===== src/ats_params.svh =====
`ifndef ATS_PARAMS_SVH
`define ATS_PARAMS_SVH

// timing base: the clock period and the millisecond tick, both in picoseconds
`define CLK_PERIOD_PS 4000
`define TICK_PERIOD_PS 1000000000
`define TICK_CYCLES (`TICK_PERIOD_PS / `CLK_PERIOD_PS)

// delays counted in millisecond ticks
`define DELAY_W 16
`define CMD_TIMEOUT_MS 500
`define PARALLEL_DWELL_MS 100

`endif


===== src/ats_pkg.sv =====
package ats_pkg;

   typedef enum logic [1:0] {TRIP_NONE, TRIP_A, TRIP_B, TRIP_TIE} trip_sel_e;

   typedef enum logic [1:0] {TEST_NORMAL, TEST_EMULATE_A_LOSS, TEST_EMULATE_B_LOSS,
      TEST_SPARE} test_sel_e;

   typedef enum logic [1:0] {BRK_A, BRK_B, BRK_TIE} brk_e;

   typedef enum {
      S_IDLE, S_NORMAL, S_LOSS_TRIP, S_LOSS_TIE, S_TRANSFERRED, S_RET_TIE_OPEN,
      S_RET_SRC_CLOSE, S_PAR_CLOSE, S_PARALLEL, S_PAR_TRIP_SRC, S_PAR_TRIP_TIE,
      S_MAINT, S_FAULT
   } seq_state_e;

endpackage


===== src/breaker_if.sv =====
`timescale 1ns/1ps
interface breaker_if;
   logic start;
   logic close_op;
   logic done;
   logic fail;

   modport seq
   (
      output start,
      output close_op,
      input done,
      input fail
   );

   modport drv
   (
      input start,
      input close_op,
      output done,
      output fail
   );
endinterface


===== src/delay_timer.sv =====
`timescale 1ns/1ps
module delay_timer #(
   parameter int W = 16
) (
   input wire logic clk,
   input wire logic sys_rst,
   input wire logic run,
   input wire logic tick,
   input wire logic [W-1:0] limit,
   output logic expired
);
   logic [W-1:0] count;
   wire at_limit = (count >= limit);

   // the count starts over whenever the timed condition drops
   always_ff @(posedge clk or posedge sys_rst)
   begin
      if (sys_rst)
         count <= '0;
      else if (!run)
         count <= '0;
      else if (tick && !at_limit)
         count <= count + 1'b1;
   end

   assign expired = run && at_limit;
endmodule


===== src/breaker_cmd.sv =====
`timescale 1ns/1ps
module breaker_cmd #(
   parameter int W = 16
) (
   input wire logic clk,
   input wire logic sys_rst,
   breaker_if.drv req,
   input wire logic closed,
   input wire logic close_permit,
   input wire logic abort,
   input wire logic tick,
   input wire logic [W-1:0] timeout,
   output logic close_cmd,
   output logic trip_cmd
);
   logic busy;
   logic op_close;
   logic [W-1:0] count;

   wire reached = busy && (closed == op_close);
   wire expired = busy && (count >= timeout);
   wire hold = busy && !reached && !expired && !abort;

   always_ff @(posedge clk or posedge sys_rst)
   begin
      if (sys_rst)
      begin
         busy <= 1'b0;
         op_close <= 1'b0;
         count <= '0;
      end
      else if (abort)
         busy <= 1'b0;
      else if (req.start)
      begin
         busy <= 1'b1;
         op_close <= req.close_op;
         count <= '0;
      end
      else if (reached || expired)
         busy <= 1'b0;
      else if (busy && tick)
         count <= count + 1'b1;
   end

   // coil commands are levels held until the position switch agrees, the timeout expires or abort rises
   always_ff @(posedge clk or posedge sys_rst)
   begin
      if (sys_rst)
      begin
         close_cmd <= 1'b0;
         trip_cmd <= 1'b0;
      end
      else
      begin
         close_cmd <= hold && op_close && close_permit;
         trip_cmd <= hold && !op_close;
      end
   end

   assign req.done = reached;
   assign req.fail = expired && !reached;
endmodule


===== src/auto_transfer_sequencer.sv =====
`timescale 1ns/1ps
`include "ats_params.svh"
module auto_transfer_sequencer #(
   parameter int TICK_CYCLES = `TICK_CYCLES,
   parameter int W = `DELAY_W,
   parameter logic [W-1:0] CMD_TIMEOUT_MS = W'(`CMD_TIMEOUT_MS),
   parameter logic [W-1:0] PARALLEL_DWELL_MS = W'(`PARALLEL_DWELL_MS)
) (
   input wire logic clk,
   input wire logic sys_rst,
   input wire logic auto_mode,
   input wire logic source_a_ok,
   input wire logic source_b_ok,
   input wire logic source_a_breaker_closed,
   input wire logic source_b_breaker_closed,
   input wire logic tie_breaker_closed,
   input wire logic source_a_breaker_tripped,
   input wire logic source_b_breaker_tripped,
   input wire logic tie_breaker_tripped,
   input wire logic source_a_breaker_connected,
   input wire logic source_b_breaker_connected,
   input wire logic tie_breaker_connected,
   input wire logic redundant_tie_fitted,
   input wire logic redundant_tie_connected,
   input wire logic redundant_tie_tripped,
   input wire logic sync_check_fitted,
   input wire logic sync_ok,
   input wire logic closed_transition,
   input wire logic manual_return,
   input wire logic return_request,
   input wire ats_pkg::trip_sel_e trip_sel,
   input wire ats_pkg::test_sel_e test_sel,
   input wire logic [W-1:0] transfer_delay_ms,
   input wire logic [W-1:0] return_delay_ms,
   output logic source_a_close,
   output logic source_a_trip,
   output logic source_b_close,
   output logic source_b_trip,
   output logic tie_close,
   output logic tie_trip,
   output logic transfer_blocked,
   output logic auto_active,
   output logic transferred,
   output logic paralleled,
   output logic fault_alarm
);
   import ats_pkg::*;

   localparam int TW = $clog2(TICK_CYCLES + 1);
   localparam logic [TW-1:0] TICK_LAST = TW'(TICK_CYCLES - 1);

   seq_state_e state;
   seq_state_e next_state;
   logic lost_b;
   logic next_lost_b;
   logic req_valid;
   logic next_req_valid;
   brk_e req_brk;
   brk_e next_req_brk;
   logic req_close;
   logic next_req_close;
   logic [TW-1:0] prescale;
   logic tick;
   logic xfer_due;
   logic ret_due;
   logic dwell_due;

   breaker_if if_a();
   breaker_if if_b();
   breaker_if if_t();

   // millisecond tick shared by every timer
   always_ff @(posedge clk or posedge sys_rst)
   begin
      if (sys_rst)
         prescale <= '0;
      else if (prescale == TICK_LAST)
         prescale <= '0;
      else
         prescale <= prescale + 1'b1;
   end
   assign tick = (prescale == TICK_LAST);

   // availability already merges undervoltage and phase-loss relays upstream
   wire avail_a = source_a_ok && (test_sel != TEST_EMULATE_A_LOSS);
   wire avail_b = source_b_ok && (test_sel != TEST_EMULATE_B_LOSS);
   wire lost_a_now = !avail_a && avail_b;
   wire lost_b_now = !avail_b && avail_a;

   // the redundant coupling breaker has no command path at all
   wire redundant_bad = redundant_tie_fitted &&
      (!redundant_tie_connected || redundant_tie_tripped);
   wire lockout = source_a_breaker_tripped || source_b_breaker_tripped ||
      tie_breaker_tripped;
   wire withdrawn = !source_a_breaker_connected || !source_b_breaker_connected ||
      !tie_breaker_connected;
   wire blocked = lockout || withdrawn || redundant_bad;
   wire abort = !auto_mode || blocked;

   wire sync_par = sync_check_fitted && sync_ok;
   wire normal_lineup = source_a_breaker_closed && source_b_breaker_closed &&
      !tie_breaker_closed;
   wire all_closed = source_a_breaker_closed && source_b_breaker_closed &&
      tie_breaker_closed;

   // paralleling all three is refused unless synchronism is confirmed
   wire permit_a = !(source_b_breaker_closed && tie_breaker_closed) || sync_par;
   wire permit_b = !(source_a_breaker_closed && tie_breaker_closed) || sync_par;
   wire permit_t = !(source_a_breaker_closed && source_b_breaker_closed) || sync_par;

   wire src_avail = lost_b ? avail_b : avail_a;
   brk_e src_brk;
   assign src_brk = lost_b ? BRK_B : BRK_A;

   wire sel_done = (req_brk == BRK_A) ? if_a.done :
      (req_brk == BRK_B) ? if_b.done : if_t.done;
   wire sel_fail = (req_brk == BRK_A) ? if_a.fail :
      (req_brk == BRK_B) ? if_b.fail : if_t.fail;

   assign if_a.start = req_valid && (req_brk == BRK_A);
   assign if_b.start = req_valid && (req_brk == BRK_B);
   assign if_t.start = req_valid && (req_brk == BRK_TIE);
   assign if_a.close_op = req_close;
   assign if_b.close_op = req_close;
   assign if_t.close_op = req_close;

   delay_timer #(.W(W)) u_xfer_timer (
      .clk(clk),
      .sys_rst(sys_rst),
      .run((state == S_NORMAL) && (lost_a_now || lost_b_now)),
      .tick(tick),
      .limit(transfer_delay_ms),
      .expired(xfer_due)
   );

   delay_timer #(.W(W)) u_ret_timer (
      .clk(clk),
      .sys_rst(sys_rst),
      .run((state == S_TRANSFERRED) && src_avail),
      .tick(tick),
      .limit(return_delay_ms),
      .expired(ret_due)
   );

   delay_timer #(.W(W)) u_dwell_timer (
      .clk(clk),
      .sys_rst(sys_rst),
      .run(state == S_PARALLEL),
      .tick(tick),
      .limit(PARALLEL_DWELL_MS),
      .expired(dwell_due)
   );

   breaker_cmd #(.W(W)) u_cmd_a (
      .clk(clk),
      .sys_rst(sys_rst),
      .req(if_a),
      .closed(source_a_breaker_closed),
      .close_permit(permit_a),
      .abort(abort),
      .tick(tick),
      .timeout(CMD_TIMEOUT_MS),
      .close_cmd(source_a_close),
      .trip_cmd(source_a_trip)
   );

   breaker_cmd #(.W(W)) u_cmd_b (
      .clk(clk),
      .sys_rst(sys_rst),
      .req(if_b),
      .closed(source_b_breaker_closed),
      .close_permit(permit_b),
      .abort(abort),
      .tick(tick),
      .timeout(CMD_TIMEOUT_MS),
      .close_cmd(source_b_close),
      .trip_cmd(source_b_trip)
   );

   breaker_cmd #(.W(W)) u_cmd_t (
      .clk(clk),
      .sys_rst(sys_rst),
      .req(if_t),
      .closed(tie_breaker_closed),
      .close_permit(permit_t),
      .abort(abort),
      .tick(tick),
      .timeout(CMD_TIMEOUT_MS),
      .close_cmd(tie_close),
      .trip_cmd(tie_trip)
   );

   always_comb
   begin
      next_state = state;
      next_lost_b = lost_b;
      next_req_valid = 1'b0;
      next_req_brk = req_brk;
      next_req_close = req_close;
      case (state)
         S_IDLE:
         begin
            // automatic operation only picks up from the normal lineup
            if (normal_lineup)
               next_state = S_NORMAL;
         end
         S_NORMAL:
         begin
            if (xfer_due)
            begin
               next_lost_b = !lost_a_now;
               next_req_valid = 1'b1;
               next_req_brk = lost_a_now ? BRK_A : BRK_B;
               next_req_close = 1'b0;
               next_state = S_LOSS_TRIP;
            end
            else if ((trip_sel == TRIP_A || trip_sel == TRIP_B) && sync_par)
            begin
               next_lost_b = (trip_sel == TRIP_B);
               next_req_valid = 1'b1;
               next_req_brk = BRK_TIE;
               next_req_close = 1'b1;
               next_state = S_PAR_CLOSE;
            end
         end
         S_LOSS_TRIP:
         begin
            if (sel_done)
            begin
               next_req_valid = 1'b1;
               next_req_brk = BRK_TIE;
               next_req_close = 1'b1;
               next_state = S_LOSS_TIE;
            end
         end
         S_LOSS_TIE:
         begin
            if (sel_done)
               next_state = S_TRANSFERRED;
         end
         S_TRANSFERRED:
         begin
            if (manual_return)
            begin
               // a manual return never parallels the sources
               if (return_request && src_avail)
               begin
                  next_req_valid = 1'b1;
                  next_req_brk = BRK_TIE;
                  next_req_close = 1'b0;
                  next_state = S_RET_TIE_OPEN;
               end
            end
            else if (ret_due && closed_transition)
            begin
               if (sync_par)
               begin
                  next_req_valid = 1'b1;
                  next_req_brk = src_brk;
                  next_req_close = 1'b1;
                  next_state = S_PAR_CLOSE;
               end
            end
            else if (ret_due)
            begin
               next_req_valid = 1'b1;
               next_req_brk = BRK_TIE;
               next_req_close = 1'b0;
               next_state = S_RET_TIE_OPEN;
            end
         end
         S_RET_TIE_OPEN:
         begin
            if (sel_done)
            begin
               next_req_valid = 1'b1;
               next_req_brk = src_brk;
               next_req_close = 1'b1;
               next_state = S_RET_SRC_CLOSE;
            end
         end
         S_PAR_CLOSE:
         begin
            if (sel_done)
               next_state = S_PARALLEL;
         end
         S_PARALLEL:
         begin
            // whichever breaker the selector names leaves the parallel
            if (dwell_due && (trip_sel == TRIP_A || trip_sel == TRIP_B))
            begin
               next_lost_b = (trip_sel == TRIP_B);
               next_req_valid = 1'b1;
               next_req_brk = (trip_sel == TRIP_B) ? BRK_B : BRK_A;
               next_req_close = 1'b0;
               next_state = S_PAR_TRIP_SRC;
            end
            else if (dwell_due)
            begin
               next_req_valid = 1'b1;
               next_req_brk = BRK_TIE;
               next_req_close = 1'b0;
               next_state = S_PAR_TRIP_TIE;
            end
         end
         S_PAR_TRIP_SRC:
         begin
            if (sel_done)
               next_state = S_MAINT;
         end
         S_MAINT:
         begin
            if (trip_sel == TRIP_TIE && sync_par)
            begin
               next_req_valid = 1'b1;
               next_req_brk = src_brk;
               next_req_close = 1'b1;
               next_state = S_PAR_CLOSE;
            end
         end
         S_RET_SRC_CLOSE, S_PAR_TRIP_TIE:
         begin
            if (sel_done)
               next_state = S_NORMAL;
         end
         S_FAULT:
            next_state = S_FAULT;
         default:
            next_state = S_IDLE;
      endcase
      if (req_valid == 1'b0 && sel_fail && state != S_FAULT)
         next_state = S_FAULT;
      if (abort)
      begin
         next_state = S_IDLE;
         next_req_valid = 1'b0;
      end
   end

   always_ff @(posedge clk or posedge sys_rst)
   begin
      if (sys_rst)
      begin
         state <= S_IDLE;
         lost_b <= 1'b0;
         req_valid <= 1'b0;
         req_brk <= BRK_TIE;
         req_close <= 1'b0;
      end
      else
      begin
         state <= next_state;
         lost_b <= next_lost_b;
         req_valid <= next_req_valid;
         req_brk <= next_req_brk;
         req_close <= next_req_close;
      end
   end

   always_ff @(posedge clk or posedge sys_rst)
   begin
      if (sys_rst)
      begin
         transfer_blocked <= 1'b0;
         auto_active <= 1'b0;
         transferred <= 1'b0;
         paralleled <= 1'b0;
         fault_alarm <= 1'b0;
      end
      else
      begin
         transfer_blocked <= blocked;
         auto_active <= (state != S_IDLE) && (state != S_FAULT);
         transferred <= (state == S_TRANSFERRED) || (state == S_MAINT);
         paralleled <= all_closed;
         fault_alarm <= (state == S_FAULT);
      end
   end
endmodule


===== config.mk =====
export PLATFORM = sky130hd
export DESIGN_NAME = auto_transfer_sequencer
export DESIGN_NICKNAME = d
export VERILOG_FILES = /design/src/ats_pkg.sv /design/src/breaker_if.sv /design/src/delay_timer.sv /design/src/breaker_cmd.sv /design/src/auto_transfer_sequencer.sv
export VERILOG_INCLUDE_DIRS = /design/src
export SDC_FILE = /design/constraint.sdc
export NUM_CORES = 1
export LEC_CHECK = 0
export ABC_AREA = 1
export BUFFER_PORTS_ARGS = -buffer_cell sky130_fd_sc_hd__buf_4
export CAP_MARGIN = 0
export CORE_ASPECT_RATIO = 0.75
export CORE_MARGIN = 2
export CORE_UTILIZATION = 28
export CTS_CLUSTER_SIZE = 40
export DETAILED_ROUTE_END_ITERATION = 7
export GPL_TIMING_DRIVEN = 0
export PLACE_DENSITY = 0.46
export SKIP_CTS_REPAIR_TIMING = 1
export SYNTH_ARGS = -nofsm -noshare
export SYNTH_HDL_FRONTEND = slang
export SYNTH_SLANG_ARGS = --single-unit

===== constraint.sdc =====
create_clock -name clk -period 9.3 [get_ports clk]
set_input_delay 1.86 -clock clk [delete_from_list [all_inputs] [get_ports clk]]
set_output_delay 1.86 -clock clk [all_outputs]
set_load 0.05 [all_outputs]

# ---- Word-level counts from Yosys, hierarchy flattened
# Cells that the tools add are included.
# Widths: inputs -> output; s select.
dict set report word_totals {
  ff_bits 168
  latchBits 0
  ramBits 0
  rom_bits 0
  in_bits 58
  out_inout_bits 11
  memories 0
}
dict set report classes {
  add_sub_neg 7
  n_mul 0
  n_div 0
  n_lt_le_gt_ge 6
  n_eq_ne 58
  n_shift 0
  mux 95
  n_bitwise 2
  n_reduce_logical 126
}
# cell n
set ops {}
lappend ops {{$mux 32} 19}
lappend ops {{$pmux 32 s12} 1}
lappend ops {{$mux 16} 15}
lappend ops {{$eq 32x4->1 const B} 6}
lappend ops {{$eq 32x3->1 const B} 4}
lappend ops {{$add 16x1->16 const B} 6}
lappend ops {{$eq 32x2->1 const B} 3}
lappend ops {{$eq 32x5->1 const B} 3}
lappend ops {{$logic_and 1x1->1} 60}
lappend ops {{$ge 16x9->1 const B} 3}
lappend ops {{$mux 1} 43}
lappend ops {{$eq 32x1->1 const B} 1}
lappend ops {{$ge 16x16->1} 2}
lappend ops {{$logic_not 32->1} 1}
lappend ops {{$ne 32x5->1 const B} 1}
lappend ops {{$ne 4x3->1 const B} 8}
lappend ops {{$reduce_bool 32->1} 1}
lappend ops {{$logic_not 1->1} 25}
lappend ops {{$mux 2} 12}
lappend ops {{$ne 2x2->1 const B} 11}
lappend ops {{$add 18x1->18 const B} 1}
lappend ops {{$eq 18x18->1 const B} 1}
lappend ops {{$mux 18} 1}
lappend ops {{$logic_or 1x1->1} 17}
lappend ops {{other kinds (26)} 49}

# ---- Logic depth before layout (Yosys ltp)
# Gate-level depths: netlist of run 1.
dict set report depth {
  ltp_word 11
  mapped_depth 19
  ltp_nobuf 19
}

# ---- By module
# A second synthesis of run 1 with hierarchy kept.
dict set report hier_totals {
  hier_cells 1678
  hier_area_um2 11562.3
}
# module n_inst cells_per_inst area_per_inst_um2
set by_module_without_submodules {}
lappend by_module_without_submodules {breaker_cmd 3 234 1645.3}
lappend by_module_without_submodules {{delay_timer (u_dwell_timer ...)} 2 218 1500.2}
lappend by_module_without_submodules {auto_transfer_sequencer 1 328 2182.1}
lappend by_module_without_submodules {{delay_timer (u_xfer_timer)} 1 212 1443.9}

# ---- Least setup slack after synthesis of run 1
# OpenSTA, ideal clock, no wires.
dict set report synth_timing {
  kind {input to register}
  start {in return_delay_ms[11]}
  end {reg state[3]}
  arrival_ns 3.292
  t_required_ns 9.182
  setup_slack_ns 5.890
  stages 14
  path_cell_list {inv_1 -> ha_1 -> a21oi_1 -> o21ai_0 -> a21oi_1 -> nand2_1 -> nand3_1 -> nand2_1 -> nand2_1 -> nand2_1 -> nand2_1 -> nand2_1 -> nand2_1 -> nand2_1}
}
dict set report synth_via {
  elab_chain_cells 8
  word_cells_on_any_way 11
  classes_between {1 x order compare; 2 x eq/ne; 5 x mux; 3 x reduce/logical}
}
# element line
set synth_lines {}
lappend synth_lines {{start, declared} auto_transfer_sequencer.sv:34} ;# input wire logic [W-1:0] return_delay_ms,
lappend synth_lines {{$ge 16x16->1 *} delay_timer.sv:13} ;# wire at_limit = (count >= limit);
lappend synth_lines {{$logic_and 1x1->1 *} delay_timer.sv:26} ;# assign expired = run && at_limit;
lappend synth_lines {{$logic_and 1x1->1} auto_transfer_sequencer.sv:254} ;# else if (ret_due && closed_transition)
lappend synth_lines {{$mux 32} auto_transfer_sequencer.sv:254}
lappend synth_lines {{$mux 32} auto_transfer_sequencer.sv:243} ;# if (manual_return)
lappend synth_lines {{$pmux 32 s12} auto_transfer_sequencer.sv:200} ;# case (state)
lappend synth_lines {{$mux 32} auto_transfer_sequencer.sv:331} ;# if (req_valid == 1'b0 && sel_fail && state != S_FAULT)
lappend synth_lines {{$mux 32} auto_transfer_sequencer.sv:333} ;# if (abort)
lappend synth_lines {{end signal, assigned} auto_transfer_sequencer.sv:352} ;# state <= next_state;
lappend synth_lines {{end, declared} auto_transfer_sequencer.sv:52} ;# seq_state_e state;
# Mark *: on every way between the ends. The rest lies on a longest branch, timed or not.
# A chain may end at the register's enable or synchronous reset.

# ---- Final worst setup path of run 1
dict set report layout_timing {
  start {in transfer_delay_ms[15]}
  end {reg state[2]}
}
dict set report layout_via {
  elab_chain_cells 6
  word_cells_on_any_way 8
  classes_between {1 x order compare; 1 x eq/ne; 4 x mux; 2 x reduce/logical}
}
# element line
set layout_lines {}
lappend layout_lines {{start, declared} auto_transfer_sequencer.sv:33} ;# input wire logic [W-1:0] transfer_delay_ms,
lappend layout_lines {{$ge 16x16->1 *} delay_timer.sv:13}
lappend layout_lines {{$logic_and 1x1->1 *} delay_timer.sv:26}
lappend layout_lines {{$mux 32} auto_transfer_sequencer.sv:209} ;# if (xfer_due)
lappend layout_lines {{$pmux 32 s12} auto_transfer_sequencer.sv:200}
lappend layout_lines {{$mux 32} auto_transfer_sequencer.sv:331}
lappend layout_lines {{$mux 32} auto_transfer_sequencer.sv:333}
# Marked as above.

==> results by group, run 1 <==
Outcome
  • Status: complete, no violations

Place
  • GP Congestion: between 0.7 and 0.8
  • Cell count after placement: 1,558
  • I/O Buffers: around 70
  • Hpwl dp: between 10,000 and 15,000 µm

Floorplanning
  • Die width: 203 µm
  • Initial Util: about 28%
  • Die area: a little over 30,000 µm²
  • Core ar.: 29,100 µm²
  • Row cnt: 54
  • Height of the die: 153 µm
  • I/O pins: about 70

Finish
  • ANT cells: 0
  • Sequential cell area: about 3500 µm²
  • Area delta synth->final: 19.9%
  • Finished Core Util: about a third
  • Area of the multi-input gates: 3970 µm²
  • Layout Cells excl Fill: between 1,500 and 2,000
  • Nets@finish: between 1,000 and 1,500
  • Fill cells: roughly 3,100
  • Fraction of layout cells with a size suffix above 1: a little under an eighth

Power
  • Overall Power: about 0.0014 W
  • Leak Pwr: roughly 5.1 nW
  • Power density cells: ~140 nW/µm²
  • VDD IR max: 0.0000676 V

Critical path
  • Max FO, Critical Path: 8
  • Crit path to: state[2]
  • Startpoint Class: input port
  • Worst EP arrival: around 3.9 ns
  • Worst R2R Path Depth: 11
  • Setup CP Type: input port to flip-flop
  • Crit. End Element: flip-flop
  • CP required: 9.61 ns
  • Worst R2R End: state[2]
  • Worst reg2reg path startpoint: u_xfer_timer.count[11]
  • Critical path origin: transfer_delay_ms[15]
  • Reg2reg setup slack: roughly 7 ns

Clock network
  • Htree depth: 4
  • Clock-pin slew on the worst setup and hold paths: roughly 0.060 ns
  • Clk_lat worst skew: roughly 0.43 ns
  • CTS Buf Count: 17
  • Sink Count: 140
  • CTS max path bufs: 2
  • Clock Tree Root: clkbuf_16
  • CTS tree: yes

GRT
  • First-pass GRT wire length: around 33,000 µm
  • Initial antenna violation count: 0
  • Largest net degree at the start of global routing: 94
  • GRT Total Usage: between 10% and 20%
  • Vias in the first global route: 6,525
  • Total grt overflow: 0

Detailed routing
  • Vias after detailed routing: 6,945
  • Final WL: 19,700 µm
  • Post-route DRC violation count: 0
  • Initial DRC Count: between 400 and 500
  • WL/cell: between 10 and 15 µm
  • Via density: around 4.4
  • First drt pass iteration count: 5
  • Detail Route Antenna Nets: 0

STA
  • Part of the cycle the worst path needs: around two fifths
  • Rel. slew slack: a little under two thirds
  • Skew final: ~0.011 ns
  • Final Hold Violating Endpoints: 0
  • Max Slew Vio Count: 0
  • Fmax: approximately 280 MHz
  • Setup violators final: 0
  • RSZ-0062 raised after global routing: no
  • Setup TNS: 0 ns
  • Worst-Margin Slew: 0.546 ns
  • Minimum clock period: approximately 3.6 ns

Logic synthesis
  • EDFF count, synth: 0
  • Number of synthesized register bits: 140
  • Yosys warns: 0
  • Synth cell types: 51
  • Yosys top cell area share: between 40% and 50%
  • Post-synthesis average cell area: about 7.6 µm²
  • Prevailing post-synth register cell: dfrtp_1
  • Ys async rst share: 100%
  • Post-Syn Area: around 8300 µm²
  • Post-Synthesis Cells: around 1,100
  • Area contributors post-synth: dfrtp_1, nand2_1, inv_1
  • Seq/Total Area, Yosys: a little over two fifths
  • Yosys top cell by area: dfrtp_1
  • Syn nets: 1,201

Worst hold path
  • Hold Path Class: flip-flop to flip-flop

Flow run
  • Max Cap Viol: 0
[area by class of cell]
type	count	share of cell area [%]
repair buffers	69	5.41
flip-flops and latches	140	35.2
multi-input cells	746	39.9
clock inverters	14	1.81
clock buffers	18	4.42
plain buffers	11	0.704
well taps	392	4.93
inverters	200	7.60
[cell families after synthesis]
group,after synthesis,share of synthesized area [%]
adder cells (fa/ha/maj),46,6.94
AO/OA/AOI/OAI,129,8.95
buffers and inverters,211,9.90
flip-flops,140,42.3
AND/OR/NAND/NOR,540,28.7
XOR/XNOR,31,3.27
[sequential cells by signal (all words and copies together), names as in the netlist, 2 cells and up]
signal,count
u_cmd_b.count,16
u_ret_timer.count,16
prescale,18
u_xfer_timer.count,16
req_brk,2
u_cmd_t.count,16
u_dwell_timer.count,16
state,4
u_cmd_a.count,16
[per-layer routing]
layer  routed length (µm)  global-route usage (%)  up-vias
li1                     -                       -     3694
met1                11000                    20.7     3126
met2                 7880                    18.5      110
met3                  677                    2.71       15
met4                  165                    3.65        0
met5                    0                       0        -
[placed cells by master (no fill, tap or decap), types with 3 or more instances in the layout]
master / instances
a21oi_1: 38
a31oi_1: 7
buf_2: 5
buf_4: 70
bufinv_16: 3
clkbuf_16: 17
clkinv_4: 3
dfrtp_1: 139
ha_1: 46
inv_1: 193
inv_2: 5
inv_6: 6
nand2_1: 244
nand3_1: 74
nand3b_1: 3
nand4_1: 27
nor2_1: 126
nor2_2: 5
nor3_1: 32
nor4_1: 9
o211ai_1: 3
o21a_1: 3
o21ai_0: 52
o31ai_1: 12
or2_2: 3
xnor2_1: 8
xor2_1: 23
[through the flow]
stage | cell area (µm²) | hold slack (ns) | setup WS [ns]
2_1_floorplan | 8290 | 0.423 | 3.69
3_3_place_gp | 9300 | 0.441 | 1.58
3_5_place_dp | 9330 | 0.445 | 5.30
4_1_cts | 9950 | 0.456 | 5.77
5_1_grt | 9950 | 0.484 | 5.45
6_report | 9950 | 0.454 | 5.72
[report_power, final]
group / leakage [nW] / switching [W] / internal, W
Combinational: 3.04 / 0.0000402 / 0.0000280
Sequential: 1.81 / 0.00000287 / 0.000613
Clock: 0.298 / 0.000286 / 0.000434
Total: 5.14 / 0.000329 / 0.00108
[worst max-delay path, stage by stage]
cell and delay [ns]:
buf_4 0.08, inv_1 0.03, ha_1 0.31, a21oi_1 0.17, nand2_1 0.07, a21oi_1 0.25, nand3_1 0.16, nand2_1 0.28
nand4_1 0.24, nand2_1 0.23, nand2_1 0.09, nand2_1 0.07, nand2_1 0.05
[worst min-delay path by stage]
| stage | slack, ns | endpoint | cells after the start | from |
|---|---|---|---|---|
| 6_report | 0.45 | u_dwell_timer.count[2] | 1 | u_dwell_timer.count[2] |
| 5_1_grt | 0.48 | u_cmd_t.count[11] | 2 | u_cmd_t.count[11] |
| 4_1_cts | 0.46 | u_dwell_timer.count[2] | 1 | u_dwell_timer.count[2] |
| 3_5_place_dp | 0.44 | u_cmd_a.count[10] | 2 | u_cmd_a.count[10] |
| 3_3_place_gp | 0.44 | u_cmd_a.count[10] | 2 | u_cmd_a.count[10] |
| 2_1_floorplan | 0.42 | u_dwell_timer.count[2] | 1 | u_dwell_timer.count[2] |
[cell usage after synthesis, types with 3 or more instances]
master and count:
a21oi_1 38, a31oi_1 7, buf_2 5, dfrtp_1 139, ha_1 46, inv_1 194
inv_2 5, nand2_1 244, nand3_1 74, nand3b_1 3, nand4_1 27, nor2_1 126
nor2_2 5, nor3_1 32, nor4_1 9, o211ai_1 3, o21a_1 3, o21ai_0 52
o31ai_1 12, or2_2 3, xnor2_1 8, xor2_1 23
Power figures use the tool's default switching activity.
==> run 2, diff against run 1 <==
==> constraint.sdc (replaced) <==
create_clock -name clk -period 3.7 [get_ports clk]
set_input_delay 0.74 -clock clk [delete_from_list [all_inputs] [get_ports clk]]
set_output_delay 0.74 -clock clk [all_outputs]
set_load 0.05 [all_outputs]
==> run 2 against run 1 <==
Effect of this change:
- sequential power rose to 2.5 times the previous value
- sequential cell count is the same
- clock power rose to 2.5 times the previous value
- combinational power increased to 2.6 times the previous value
- die area did not move
- first-iteration DRC count fell by 11%
- count of clock-buffer cells in the layout rose by 4
- largest cell class unchanged
- largest power group unchanged
- highest routed layer unchanged
==> results by group, run 2 (same netlist as run 1, synthesis figures left out) <==
Detailed routing
  • WL/cell: between 10 and 15 µm
  • Via density: around 4.4
  • Final WL: roughly 20,000 µm
  • Vias after detailed routing: 7,054
  • Detail Route Antenna Nets: 0
  • First drt pass iteration count: 5
  • Post-route DRC violation count: 0
  • Initial DRC Count: around 370

Floorplanning
  • Row cnt: 54
  • Die area: between 30,000 and 40,000 µm²
  • Height of the die: 153 µm
  • Die width: 203 µm
  • Core ar.: roughly 29,000 µm²
  • I/O pins: 69
  • Initial Util: around 28%

STA
  • Setup TNS: 0 ns
  • Max Slew Vio Count: 0
  • Skew final: slightly below 0.01 ns
  • Worst-Margin Slew: between 0.7 and 0.8 ns
  • Setup violators final: 0
  • RSZ-0062 raised after global routing: no
  • Worst Hold Slack: 0.443 ns
  • Part of the cycle the worst path needs: between 60 and 70%
  • Minimum clock period: 2.48 ns
  • Final worst slack: between 1 and 1.5 ns
  • Fmax: slightly above 400 MHz
  • Rel. slew slack: 48.0%
  • Final Hold Violating Endpoints: 0

Finish
  • Finished Core Util: roughly a third
  • Area delta synth->final: 20.6%
  • Fraction of layout cells with a size suffix above 1: 11.7%
  • Biggest register: prescale
  • Fill cells: 3,086
  • Area of the multi-input gates: 3970 µm²
  • Layout Cells excl Fill: about 1,600
  • Sequential cell area: 3500 µm²
  • ANT cells: 0
  • Most frequent cells in the layout: nand2_1, inv_1, dfrtp_1
  • Commonest non-fill, non-tap cell in the layout: nand2_1
  • Nets@finish: between 1,000 and 1,500
  • Flip-flop count of the largest register after layout: 18

Critical path
  • Crit. End Element: flip-flop
  • Max FO, Critical Path: 10
  • Worst EP arrival: 2.80 ns
  • Critical path origin: source_b_breaker_tripped
  • Setup CP Type: input port to flip-flop
  • Worst reg2reg path startpoint: u_xfer_timer.count[9]
  • CP required: about 4.0 ns
  • Startpoint Class: input port

GRT
  • GRT Total Usage: 13.8%
  • Vias in the first global route: 6,768
  • Largest net degree at the start of global routing: 39
  • Total grt overflow: 0
  • Initial antenna violation count: 0
  • First-pass GRT wire length: ~34,000 µm

Worst hold path
  • Hold Path Class: input port to asynchronous set/reset pin

Outcome
  • Status: complete, no violations

Clock network
  • CTS max path bufs: 2
  • Clock Tree Root: clkbuf_16
  • Sink Count: 140
  • Clock-pin slew on the worst setup and hold paths: ~0.060 ns
  • CTS Buf Count: 17
  • Clk_lat worst skew: around 0.44 ns
  • Htree depth: 4
  • CTS tree: yes

Place
  • Pre-CTS setup slack: around 0.76 ns
  • Cell count after placement: 1,561
  • Hpwl dp: 15,200 µm
  • I/O Buffers: around 70
  • GP Congestion: just under 0.8

Power
  • Power density cells: 355 nW/µm²
  • Leak Pwr: ~5.2 nW
  • VDD IR max: 0.000288 V

Flow run
  • Max Cap Viol: 0
run 2: final timing paths:
| path | slack [ns] | cells past startpoint | to |
|---|---|---|---|
| hold reg to reg | 0.45 | 1 | u_dwell_timer.count[2] |
| min in group clk | 0.45 | 1 | u_dwell_timer.count[2] |
| hold / removal | 0.44 | 2 | u_ret_timer.count[5] |
| setup / recovery | 1.22 | 9 | u_cmd_t.count[6] |
| setup reg to reg | 1.26 | 13 | state[2] |
| max in group asynchronous | 2.38 | 4 | u_xfer_timer.count[12] |
run 2: worst max-delay path, stage by stage:
cell     delay (ns)
buf_4          0.11
nor4_1         0.37
nand3_1        0.41
inv_1          0.22
buf_2          0.29
nand4_1        0.26
nor2_1         0.20
xnor2_1        0.14
nor2_1         0.06
run 2: routing by layer:
layer  part of all wire, %  track usage (%)  up-vias
met5                     0                0        -
met4                   1.5             4.52        0
met3                   4.3             2.77       23
met2                    39             18.7      119
met1                    55             21.3     3204
li1                      -                -     3708
run 2: per-stage QoR:
step	power, W	cell area (µm²)
3_3_place_gp	0.00175	9300
3_5_place_dp	0.00176	9380
5_1_grt	0.00370	10000
2_1_floorplan	0.00167	8300
4_1_cts	0.00362	10000
6_report	0.00355	10000
run 2: cell type report:
class                      count  share of cell area, %
buffer                        11                  0.701
clock buffer                  22                   4.84
clock inverter                10                   1.38
inverter                     200                   7.54
multi-input combinational    746                   39.7
sequential                   140                   35.0
tap                          392                   4.90
timing repair buffer          72                   5.91
run 2: where the power goes:
group          leakage (nW)  internal [W]  switching (W)
sequential             1.81       0.00154     0.00000720
combinational          3.06     0.0000757       0.000104
clock                 0.302       0.00113       0.000694
total                  5.16       0.00275       0.000805
